## config.mk

```make
export PLATFORM = sky130hd
export DESIGN_NAME = lds_serial_port
export DESIGN_NICKNAME = d
export VERILOG_FILES = /design/src/lds_pkg.sv /design/src/lds_regfile.sv /design/src/lds_serial_port.sv
export SDC_FILE = /design/constraint.sdc
export NUM_CORES = 2
export LEC_CHECK = 0
export BUFFER_PORTS_ARGS = -buffer_cell sky130_fd_sc_hd__buf_2
export CAP_MARGIN = 0
export CORE_AREA = 2 2 237 332
export CTS_CLUSTER_DIAMETER = 150
export DETAILED_ROUTE_END_ITERATION = 8
export DIE_AREA = 0 0 239 334
export PLACE_DENSITY_LB_ADDON = 0.25
export SLEW_MARGIN = 20
export SYNTH_ARGS = -nofsm -noshare
export SYNTH_HDL_FRONTEND = slang
export SYNTH_SLANG_ARGS = --single-unit
```

## constraint.sdc

```tcl
create_clock -name clk_sys_i -period 2.3 [get_ports clk_sys_i]
set_input_delay 0.46 -clock clk_sys_i [delete_from_list [all_inputs] [get_ports clk_sys_i]]
set_output_delay 0.46 -clock clk_sys_i [all_outputs]
set_load 0.01 [all_outputs]
```

## src/lds_pkg.sv

```systemverilog
/*
 * Package for the LED driver serial write port: frame layout, register map,
 * channel mode encodings and carrier structs.
 * Assumes one system clock domain; the serial pins are asynchronous to it.
 */
package lds_pkg;
    localparam int unsigned FRAME_BITS = 16;
    localparam int unsigned ADDR_BITS = 8;
    localparam int unsigned DATA_BITS = 8;
    localparam int unsigned NUM_CHANNELS = 16;
    localparam int unsigned CNT_BITS = 5;
    localparam int unsigned NUM_REGS = 2 * NUM_CHANNELS;

    // Register map: channel n mode at 2n, brightness at 2n+1
    localparam logic [7:0] CH0_MODE_OFFSET = 8'h00;
    localparam logic [7:0] CH0_BRIGHT_OFFSET = 8'h01;
    localparam logic [7:0] REG_STRIDE = 8'h02;
    localparam logic [7:0] MODE_RESET = 8'h00;
    localparam logic [7:0] BRIGHT_RESET = 8'h00;

    // Mode register fields, plus the follow source field of the brightness byte
    localparam int unsigned MODE_MSB = 7;
    localparam int unsigned MODE_LSB = 6;
    localparam int unsigned FOLLOW_INV_BIT = 5;
    localparam int unsigned START_MSB = 4;
    localparam int unsigned START_LSB = 0;
    localparam int unsigned FOLLOW_SRC_MSB = 3;

    typedef enum logic [1:0] {
        MODE_DIRECT = 2'h0,
        MODE_AUDIO = 2'h1,
        MODE_BREATH = 2'h2,
        MODE_FOLLOW = 2'h3
    } lds_mode_type;

    typedef struct packed {
        logic [ADDR_BITS-1:0] addr;
        logic [DATA_BITS-1:0] data;
    } lds_frame_type;

    typedef struct packed {
        lds_mode_type mode;
        logic follow_inv;
        logic [4:0] start_level;
    } lds_mode_reg_type;
endpackage

```

## src/lds_regfile.sv

```systemverilog
/*
 * Small register memory of mode and brightness bytes, one write port and one
 * registered read-out of every register on one flat bus.
 * Assumes writes and addresses come already decoded from the frame receiver.
 */
`timescale 1ns/1ps
module lds_regfile
    import lds_pkg::*;
#(
    parameter int unsigned NREGS = NUM_REGS
) (
    input wire logic clk_sys_i, // System clock
    input wire logic rst_b_i, // Async reset, active low
    input wire logic wr_en_i, // Write strobe
    input wire logic [ADDR_BITS-1:0] wr_addr_i, // Write address
    input wire logic [DATA_BITS-1:0] wr_data_i, // Write data
    output logic [NREGS*DATA_BITS-1:0] rd_all_o // All registers, flopped
);
    genvar gi;
    generate
        for (gi = 0; gi < NREGS; gi++) begin : g_reg
            always_ff @(posedge clk_sys_i or negedge rst_b_i) begin
                if (!rst_b_i) begin
                    rd_all_o[gi*DATA_BITS +: DATA_BITS] <= (gi % 2 == 0) ? MODE_RESET : BRIGHT_RESET;
                end else if (wr_en_i && wr_addr_i == ADDR_BITS'(gi)) begin
                    rd_all_o[gi*DATA_BITS +: DATA_BITS] <= wr_data_i;
                end
            end
        end
    endgenerate
endmodule

```

## src/lds_serial_port.sv

```systemverilog
/*
 * Write-only three-wire serial port of a 16-channel LED driver, with the
 * channel registers and a per-channel output level derived from the mode.
 * Assumes the serial pins are asynchronous and far slower than clk_sys_i.
 */
`timescale 1ns/1ps
module lds_serial_port
    import lds_pkg::*;
#(
    parameter int unsigned NCH = NUM_CHANNELS
) (
    input wire logic clk_sys_i, // System clock, 25 MHz
    input wire logic rst_b_i, // Async reset, active low
    input wire logic ser_clk_pin_i, // Serial clock pin
    input wire logic ser_din_pin_i, // Serial data pin
    input wire logic ser_select_n_i, // Serial select, active low
    input wire logic [7:0] audio_level_i, // Audio strength, clk_sys_i domain
    output logic [NCH*8-1:0] led_level_o, // Per-channel brightness level
    output lds_mode_reg_type led_channel_zero_mode_o, // Channel 0 mode register
    output logic frame_done_o // One-cycle pulse per accepted frame
);
    typedef enum logic [2:0] {
        RX_IDLE = 3'h1,
        RX_SHIFT = 3'h2,
        RX_HOLD = 3'h4
    } lds_rx_state_type;

    logic [2:0] clk_sync_reg;
    logic [1:0] din_sync_reg;
    logic [1:0] sel_sync_reg;
    logic [FRAME_BITS-1:0] shift_reg;
    logic [CNT_BITS-1:0] count_reg;
    lds_rx_state_type rx_state_reg;
    logic wr_en_reg;
    lds_frame_type frame_reg;
    logic [NUM_REGS*8-1:0] regs_all;
    logic [NCH*8-1:0] base_level;
    logic clk_rise;
    logic sel_active;
    logic shift_en;
    logic bit_last;
    logic [FRAME_BITS-1:0] shift_in;

    // Serial clock: two sync stages plus a third used only for edge finding
    always_ff @(posedge clk_sys_i or negedge rst_b_i) begin
        if (!rst_b_i) begin
            clk_sync_reg <= 3'h0;
        end else begin
            clk_sync_reg <= {clk_sync_reg[1:0], ser_clk_pin_i};
        end
    end

    always_ff @(posedge clk_sys_i or negedge rst_b_i) begin
        if (!rst_b_i) begin
            din_sync_reg <= 2'h0;
        end else begin
            din_sync_reg <= {din_sync_reg[0], ser_din_pin_i};
        end
    end

    // Select idles high, so its synchroniser resets high
    always_ff @(posedge clk_sys_i or negedge rst_b_i) begin
        if (!rst_b_i) begin
            sel_sync_reg <= 2'h3;
        end else begin
            sel_sync_reg <= {sel_sync_reg[0], ser_select_n_i};
        end
    end

    // One-cycle enable per serial clock rise; data is delayed alike
    assign clk_rise = clk_sync_reg[1] && !clk_sync_reg[2];
    assign sel_active = !sel_sync_reg[1];
    assign shift_en = sel_active && clk_rise && rx_state_reg != RX_HOLD;
    assign bit_last = shift_en && count_reg == CNT_BITS'(FRAME_BITS - 1);
    assign shift_in = {shift_reg[FRAME_BITS-2:0], din_sync_reg[1]};

    // Frame progress: clocks after the sixteenth bit are ignored in hold
    always_ff @(posedge clk_sys_i or negedge rst_b_i) begin
        if (!rst_b_i) begin
            rx_state_reg <= RX_IDLE;
        end else begin
            case (rx_state_reg)
                RX_IDLE: begin
                    if (sel_active) begin
                        rx_state_reg <= RX_SHIFT;
                    end
                end
                RX_SHIFT: begin
                    if (!sel_active) begin
                        rx_state_reg <= RX_IDLE;
                    end else if (bit_last) begin
                        rx_state_reg <= RX_HOLD;
                    end
                end
                RX_HOLD: begin
                    if (!sel_active) begin
                        rx_state_reg <= RX_IDLE;
                    end
                end
                default: begin
                    rx_state_reg <= RX_IDLE;
                end
            endcase
        end
    end

    // Shift in MSB first on serial clock rise while selected
    always_ff @(posedge clk_sys_i or negedge rst_b_i) begin
        if (!rst_b_i) begin
            shift_reg <= 16'h0000;
        end else if (shift_en) begin
            shift_reg <= shift_in;
        end
    end

    // Count restarts while select is high, so a cut frame is lost
    always_ff @(posedge clk_sys_i or negedge rst_b_i) begin
        if (!rst_b_i) begin
            count_reg <= 5'h00;
        end else if (!sel_active) begin
            count_reg <= 5'h00;
        end else if (shift_en) begin
            count_reg <= count_reg + 5'h01;
        end
    end

    // Write strobe follows the sixteenth bit by one cycle
    always_ff @(posedge clk_sys_i or negedge rst_b_i) begin
        if (!rst_b_i) begin
            wr_en_reg <= 1'b0;
        end else begin
            wr_en_reg <= bit_last;
        end
    end

    // First eight bits become the address, the last eight the data
    always_ff @(posedge clk_sys_i or negedge rst_b_i) begin
        if (!rst_b_i) begin
            frame_reg <= '0;
        end else if (bit_last) begin
            frame_reg <= shift_in;
        end
    end

    lds_regfile #(
        .NREGS(NUM_REGS)
    ) u_regs (
        .clk_sys_i(clk_sys_i),
        .rst_b_i(rst_b_i),
        .wr_en_i(wr_en_reg),
        .wr_addr_i(frame_reg.addr),
        .wr_data_i(frame_reg.data),
        .rd_all_o(regs_all)
    );

    // First pass: levels of channels not in follow mode
    genvar gc;
    generate
        for (gc = 0; gc < NCH; gc++) begin : g_base
            lds_mode_reg_type m;
            logic [7:0] b;
            logic [3:0] src;
            logic [7:0] src_level;
            assign m = regs_all[(2*gc)*8 +: 8];
            assign b = regs_all[(2*gc+1)*8 +: 8];
            assign src = b[FOLLOW_SRC_MSB:0];
            assign src_level = base_level[src*8 +: 8];
            always_comb begin
                case (m.mode)
                    MODE_DIRECT: base_level[gc*8 +: 8] = b;
                    MODE_AUDIO: base_level[gc*8 +: 8] = audio_level_i;
                    MODE_BREATH: base_level[gc*8 +: 8] = {m.start_level, m.start_level[4:2]};
                    default: base_level[gc*8 +: 8] = 8'h00;
                endcase
            end
            // Follow reads the source's base level, so no loops can form
            always_ff @(posedge clk_sys_i or negedge rst_b_i) begin
                if (!rst_b_i) begin
                    led_level_o[gc*8 +: 8] <= 8'h00;
                end else if (m.mode == MODE_FOLLOW && m.follow_inv) begin
                    led_level_o[gc*8 +: 8] <= ~src_level;
                end else if (m.mode == MODE_FOLLOW) begin
                    led_level_o[gc*8 +: 8] <= src_level;
                end else begin
                    led_level_o[gc*8 +: 8] <= base_level[gc*8 +: 8];
                end
            end
        end
    endgenerate

    // Copy of the channel 0 mode register, one cycle after the write
    always_ff @(posedge clk_sys_i or negedge rst_b_i) begin
        if (!rst_b_i) begin
            led_channel_zero_mode_o <= MODE_RESET;
        end else begin
            led_channel_zero_mode_o <= regs_all[CH0_MODE_OFFSET*8 +: 8];
        end
    end

    // Completion pulse: the only status the port reports besides the channel 0 mode copy
    always_ff @(posedge clk_sys_i or negedge rst_b_i) begin
        if (!rst_b_i) begin
            frame_done_o <= 1'b0;
        end else begin
            frame_done_o <= wr_en_reg;
        end
    end
endmodule

```

==> results of run 1 <==
==> per-layer routing <==
metal	GRT overflow	global-route usage
met4	17	0.756
met5	0	0.315
met1	0	0.780
met3	0	0.592
met2	18	0.922
==> Yosys cell counts (24+ instances only) <==
master / n
o221ai_1: 52
o22ai_1: 192
o22a_1: 28
nand2b_1: 33
o2bb2ai_1: 48
mux2i_1: 243
buf_4: 24
nor3_1: 82
a21oi_1: 127
inv_1: 53
a31oi_1: 64
nand2_1: 289
o21bai_1: 45
mux2_2: 278
buf_1: 28
o211ai_1: 110
o21ai_0: 148
mux4_2: 287
o21a_1: 30
a22oi_1: 64
nor2b_1: 44
buf_2: 129
nor2_1: 252
nand3_1: 32
o21ai_1: 48
clkbuf_1: 260
dfrtp_1: 437
nand3b_1: 66
==> repair_timing <==
item,in CTS
cloned,10
hold buffers,3
pin swaps,298
setup buffers,183
endpoints found under the setup margin,301
hold endpoints to repair,30
resized for setup,838
==> cells by family after synthesis <==
family                     Yosys count
xor gates and xnor gates             1
DFF                                440
muxes                              815
and+or+nand+nor                    899
AOI/OAI and AO/OA                 1165
buffers and inverters              528
adders and majority gates            2
==> per-stage QoR <==
step	setup WS (ns)	hold WS (ns)	TNS, ns
CTS	-0.408	0.0121	-23.69
detailed placement	-0.790	0.340	-64.77
global placement	-0.765	0.337	-59.32
floorplan	-0.00139	0.164	-0.00139
==> results.json, run 1 <==
{
  "synthTopCellsByArea": "dfrtp_1 29%, mux4_2 17%, mux2_2 8.2%, mux2i_1 6.4%, o22ai_1 3.2%",
  "syn-num-nets": 3865,
  "syn_area_mm2": 0.0380,
  "worst_endpoint_kind": "sequential cell input",
  "synthAdderAreaFrac": 0.000658,
  "placed_area_mm2": 0.0497,
  "gp_congestion": 1.20,
  "ys_types": 90,
  "h-tree-depth": 2,
  "dp_hpwl_um": 186000,
  "error": "[ERROR GRT-0232] Routing congestion too high. Check the congestion heatmap in the GUI.",
  "status": "stopped before the end",
  "synth_top_family_by_area": "multiplexers",
  "clock_sinks": 440,
  "syn_inst": 3850,
  "die_h_um": 334,
  "yosys.area_share.simple": 0.113,
  "lastStage": "global routing",
  "synthXorXnorAreaFrac": 0.000230,
  "ys_seq_elements": 440,
  "synth_compound_area_frac": 0.214,
  "grt.overflow.total": 35,
  "pin_count": 150,
  "port_buffers": 149,
  "dieWidth_um": 239,
  "synth_top_area_frac": 0.288,
  "place_inst": 5747,
  "avgSynthCellArea_um2": 9.88,
  "grt_util_all_layers": 0.763,
  "crit_endpoint": "led_level_o[67]$_DFF_PN0_/D",
  "synth_ff_type": "dfrtp_1",
  "yosysTopAreaCell": "dfrtp_1",
  "rows": 121,
  "seq_area_frac_synth": 0.290,
  "cts_buffer_depth": 3,
  "ys.warnings.count": 0,
  "clockRootBuffer": "clkbuf_16",
  "tritoncts.num_buffers": 45,
  "start_util": 0.493,
  "async_flop_share": 1.00,
  "synth_edf_count": 0,
  "grt_max_degree": 67,
  "synthMuxAreaShare": 0.319
}
==> run 2: changes to the inputs <==
--- a/config.mk
+++ b/config.mk
@@ -7,11 +7,10 @@
 export LEC_CHECK = 0
 export BUFFER_PORTS_ARGS = -buffer_cell sky130_fd_sc_hd__buf_2
 export CAP_MARGIN = 0
-export CORE_AREA = 2 2 237 332
-export CTS_CLUSTER_DIAMETER = 150
+export CORE_AREA = 2 2 333 335
 export DETAILED_ROUTE_END_ITERATION = 8
-export DIE_AREA = 0 0 239 334
-export PLACE_DENSITY_LB_ADDON = 0.25
+export DIE_AREA = 0 0 335 337
+export PLACE_DENSITY_LB_ADDON = 0.15
 export SLEW_MARGIN = 20
 export SYNTH_ARGS = -nofsm -noshare
 export SYNTH_HDL_FRONTEND = slang
==> constraint.sdc (replaced) <==
create_clock -name clk_sys_i -period 3 [get_ports clk_sys_i]
set_input_delay 0.6 -clock clk_sys_i [delete_from_list [all_inputs] [get_ports clk_sys_i]]
set_output_delay 0.6 -clock clk_sys_i [all_outputs]
set_load 0.01 [all_outputs]
==> run 2 against run 1 <==
Synthesized area did not move. Synthesized cell count did not move. The flow now finishes, with violations (negative setup slack).
==> results.json, run 2 <==
{
  "power_switching_mw": 3.01,
  "p_comb_frac": 0.025,
  "vias_per_cell": 6.88,
  "rsz0062_at_grt": "yes",
  "syn_area_mm2": 0.0380,
  "path_depth": 10,
  "num_vias": 41300,
  "slew_headroom": 0.206,
  "min_period_over_period": 1.02,
  "status": "complete, but fails checks",
  "switching_share": 0.225,
  "yosysTopAreaCell": "dfrtp_1",
  "path_cells": "buf_2, buf_4, mux2i_1, o2bb2ai_2, buf_4, nor3_1, o31ai_1, a21oi_1, nor3b_1, nor3_1",
  "synth_top_area_frac": 0.288,
  "hold_path_depth": 1,
  "cts_buffer_depth": 3,
  "syn_inst": 3850,
  "grt_max_degree": 69,
  "ys_types": 90,
  "clk_pin_slew_ns": 0.06,
  "grt_util_all_layers": 0.435,
  "synth_edf_count": 0,
  "remaining_drc_errors": 0,
  "grt_use_met2": 0.627,
  "reg2reg_slack_ns": -0.06,
  "first_pass_iters": 8,
  "cellLeakagePower_nw": 20.9,
  "grt_pass1_wl_um": 337000,
  "pin_count": 150,
  "worst-slew-pin-transition_ns": 1.19,
  "cp_slowest_stage_delay_ns": 0.65,
  "drive_gt1_frac": 0.419,
  "synthTopCellsByArea": "dfrtp_1 29%, mux4_2 17%, mux2_2 8.2%, mux2i_1 6.4%, o22ai_1 3.2%",
  "slowest_stage": "o2bb2ai_2",
  "rows": 122,
  "area_delta_synth_final_pct": 31.4,
  "p_int_mw": 10.4,
  "die_h_um": 337,
  "clkPwrFrac": 0.527,
  "failed_checks": "negative setup slack",
  "clockRootBuffer": "clkbuf_16",
  "cp_data_required_time_ns": 3.58,
  "ys_seq_elements": 440,
  "setup_viol": 5,
  "layout.nets": 4539,
  "seq_power_share": 0.448,
  "worstRegToRegCells": 10,
  "core_mm2": 0.110,
  "dieWidth_um": 335,
  "start_util": 0.347,
  "min_path_type": "input port to flip-flop",
  "arrival_ns": 3.64,
  "grt_pass1_vias": 39200,
  "grt.overflow.total": 0,
  "worstPathMaxFanout": 7,
  "ys.warnings.count": 0,
  "avgSynthCellArea_um2": 9.88,
  "wl_um": 250000,
  "grt_busiest_layer": "met2",
  "tritoncts.num_buffers": 52,
  "power.density_mw_per_mm2": 268,
  "finalPower_mw": 13.4,
  "use_met3": 0.129,
  "dieArea_mm2": 0.113,
  "clock_skew_ns": 0.0303,
  "antenna_found_initial": 18,
  "gr-usage-met1": 0.568,
  "async_flop_share": 1.00,
  "ir_worst_vdd_mv": 0.409,
  "hold_viol": 0,
  "largest_register_ffs": 256,
  "detail-route-antenna-nets": 0,
  "endpoint_kind": "flip-flop",
  "port_buffers": 149,
  "cp_num_buf_inv": 3,
  "place_ws_ns": -0.153,
  "cts_tree": "yes",
  "gp_congestion": 1.07,
  "wire_per_inst_um": 41.6,
  "worstSkewPairLatency_ns": 0.67,
  "layout_common_cells": "764 x buf_4, 415 x dfrtp_1, 289 x nand2_1",
  "setup_ws_ns": -0.0595,
  "dp_hpwl_um": 190000,
  "cp_top_family": "compound AO/OA/AOI/OAI gates",
  "final_common_cell": "buf_4",
  "h-tree-depth": 2,
  "synth_most_common_cell": "dfrtp_1",
  "clock_sinks": 440,
  "finalMaxSlewViolations": 0,
  "min_period_ns": 3.06,
  "dr.first_iter.drc_count": 5828,
  "synth_ff_type": "dfrtp_1",
  "crit_type": "flip-flop to flip-flop",
  "fmax_mhz": 327,
  "ys_top_cells_by_count": "437 x dfrtp_1, 289 x nand2_1, 287 x mux4_2",
  "maxCapViolCount": 0,
  "syn-num-nets": 3865,
  "critPathLaunchType": "flip-flop",
  "seq_area_frac_synth": 0.290
}
==> run 2: cell counts after synthesis <==
Identical to the previous run, type by type.
==> run 2: final cells by class <==
class,instances,area [um2]
Antenna cell,17,42.5
Clock buffer,68,1420
Clock inverter,28,479
Fill cell,10600,59600
Inverter,63,236
Multi-Input combinational cell,2882,25100
Sequential cell,440,11000
Tap cell,1426,1780
Timing Repair Buffer,1085,9910
==> run 2: cell families after synthesis <==
group           Yosys count  synth area share
simple gates            899             0.113
buf+inv                 528            0.0638
xor+xnor                  1          0.000230
mux                     815             0.319
flops                   440             0.290
compound gates         1165             0.214
fa+ha+maj                 2          0.000658
==> run 2: power by group through the flow <==
stage | sequential [mW] | clock [mW] | combinational [mW]
final | 6.00 | 7.06 | 0.336
after global routing | 6.00 | 7.40 | 0.371
after CTS | 6.00 | 7.19 | 0.341
after detailed placement | 6.11 | 0 | 0.339
after global placement | 6.11 | 0 | 0.336
after floorplan | 6.10 | 0 | 0.0674
==> run 2: layer usage <==
metal  up-vias  routed length (um)
met5         -                  68
met4        10               18800
met3       757               29000
met2      3160              104000
met1     21000               98300
li1      16400                   -
==> run 2: worst paths after layout <==
kind / from / end
worst max register to register: u_regs.rd_all_o[199] / led_level_o[49]
min in group asynchronous: rst_b_i / u_regs.rd_all_o[105]
worst min register to register: din_sync_reg[0] / din_sync_reg[1]
max in group asynchronous: rst_b_i / u_regs.rd_all_o[24]
worst min-delay path: ser_select_n_i / sel_sync_reg[0]
worst max-delay path: u_regs.rd_all_o[199] / led_level_o[49]
==> run 2: stage by stage <==
| stage | util | hold WS [ns] | setup TNS, ns | cell area (um2) | std cells |
|---|---|---|---|---|---|
| after floorplan | - | 0.304 | 0 | 38000 | 3850 |
| after CTS | 0.454 | 0.0297 | 0 | 49800 | 5987 |
| after global placement | 0.436 | 0.334 | -2.41 | 47800 | 5890 |
| after global routing | 0.456 | 0.0439 | -0.128 | 50000 | 5995 |
| final | 0.456 | 0.0590 | -0.102 | 50000 | 6009 |
| after detailed placement | 0.436 | 0.335 | -2.44 | 47800 | 5890 |
==> run 2: repair_timing <==
item                       in CTS  in global routing
hold buffers                    1                  0
setup buffers                   0                  5
gates resized for setup        18                 24
setup endpoints to repair      29                 43
pin swaps                       0                  1
hold endpoints to repair       12                  0
cloned                          0                  0
No activity file was read; power rests on OpenSTA's default activity.
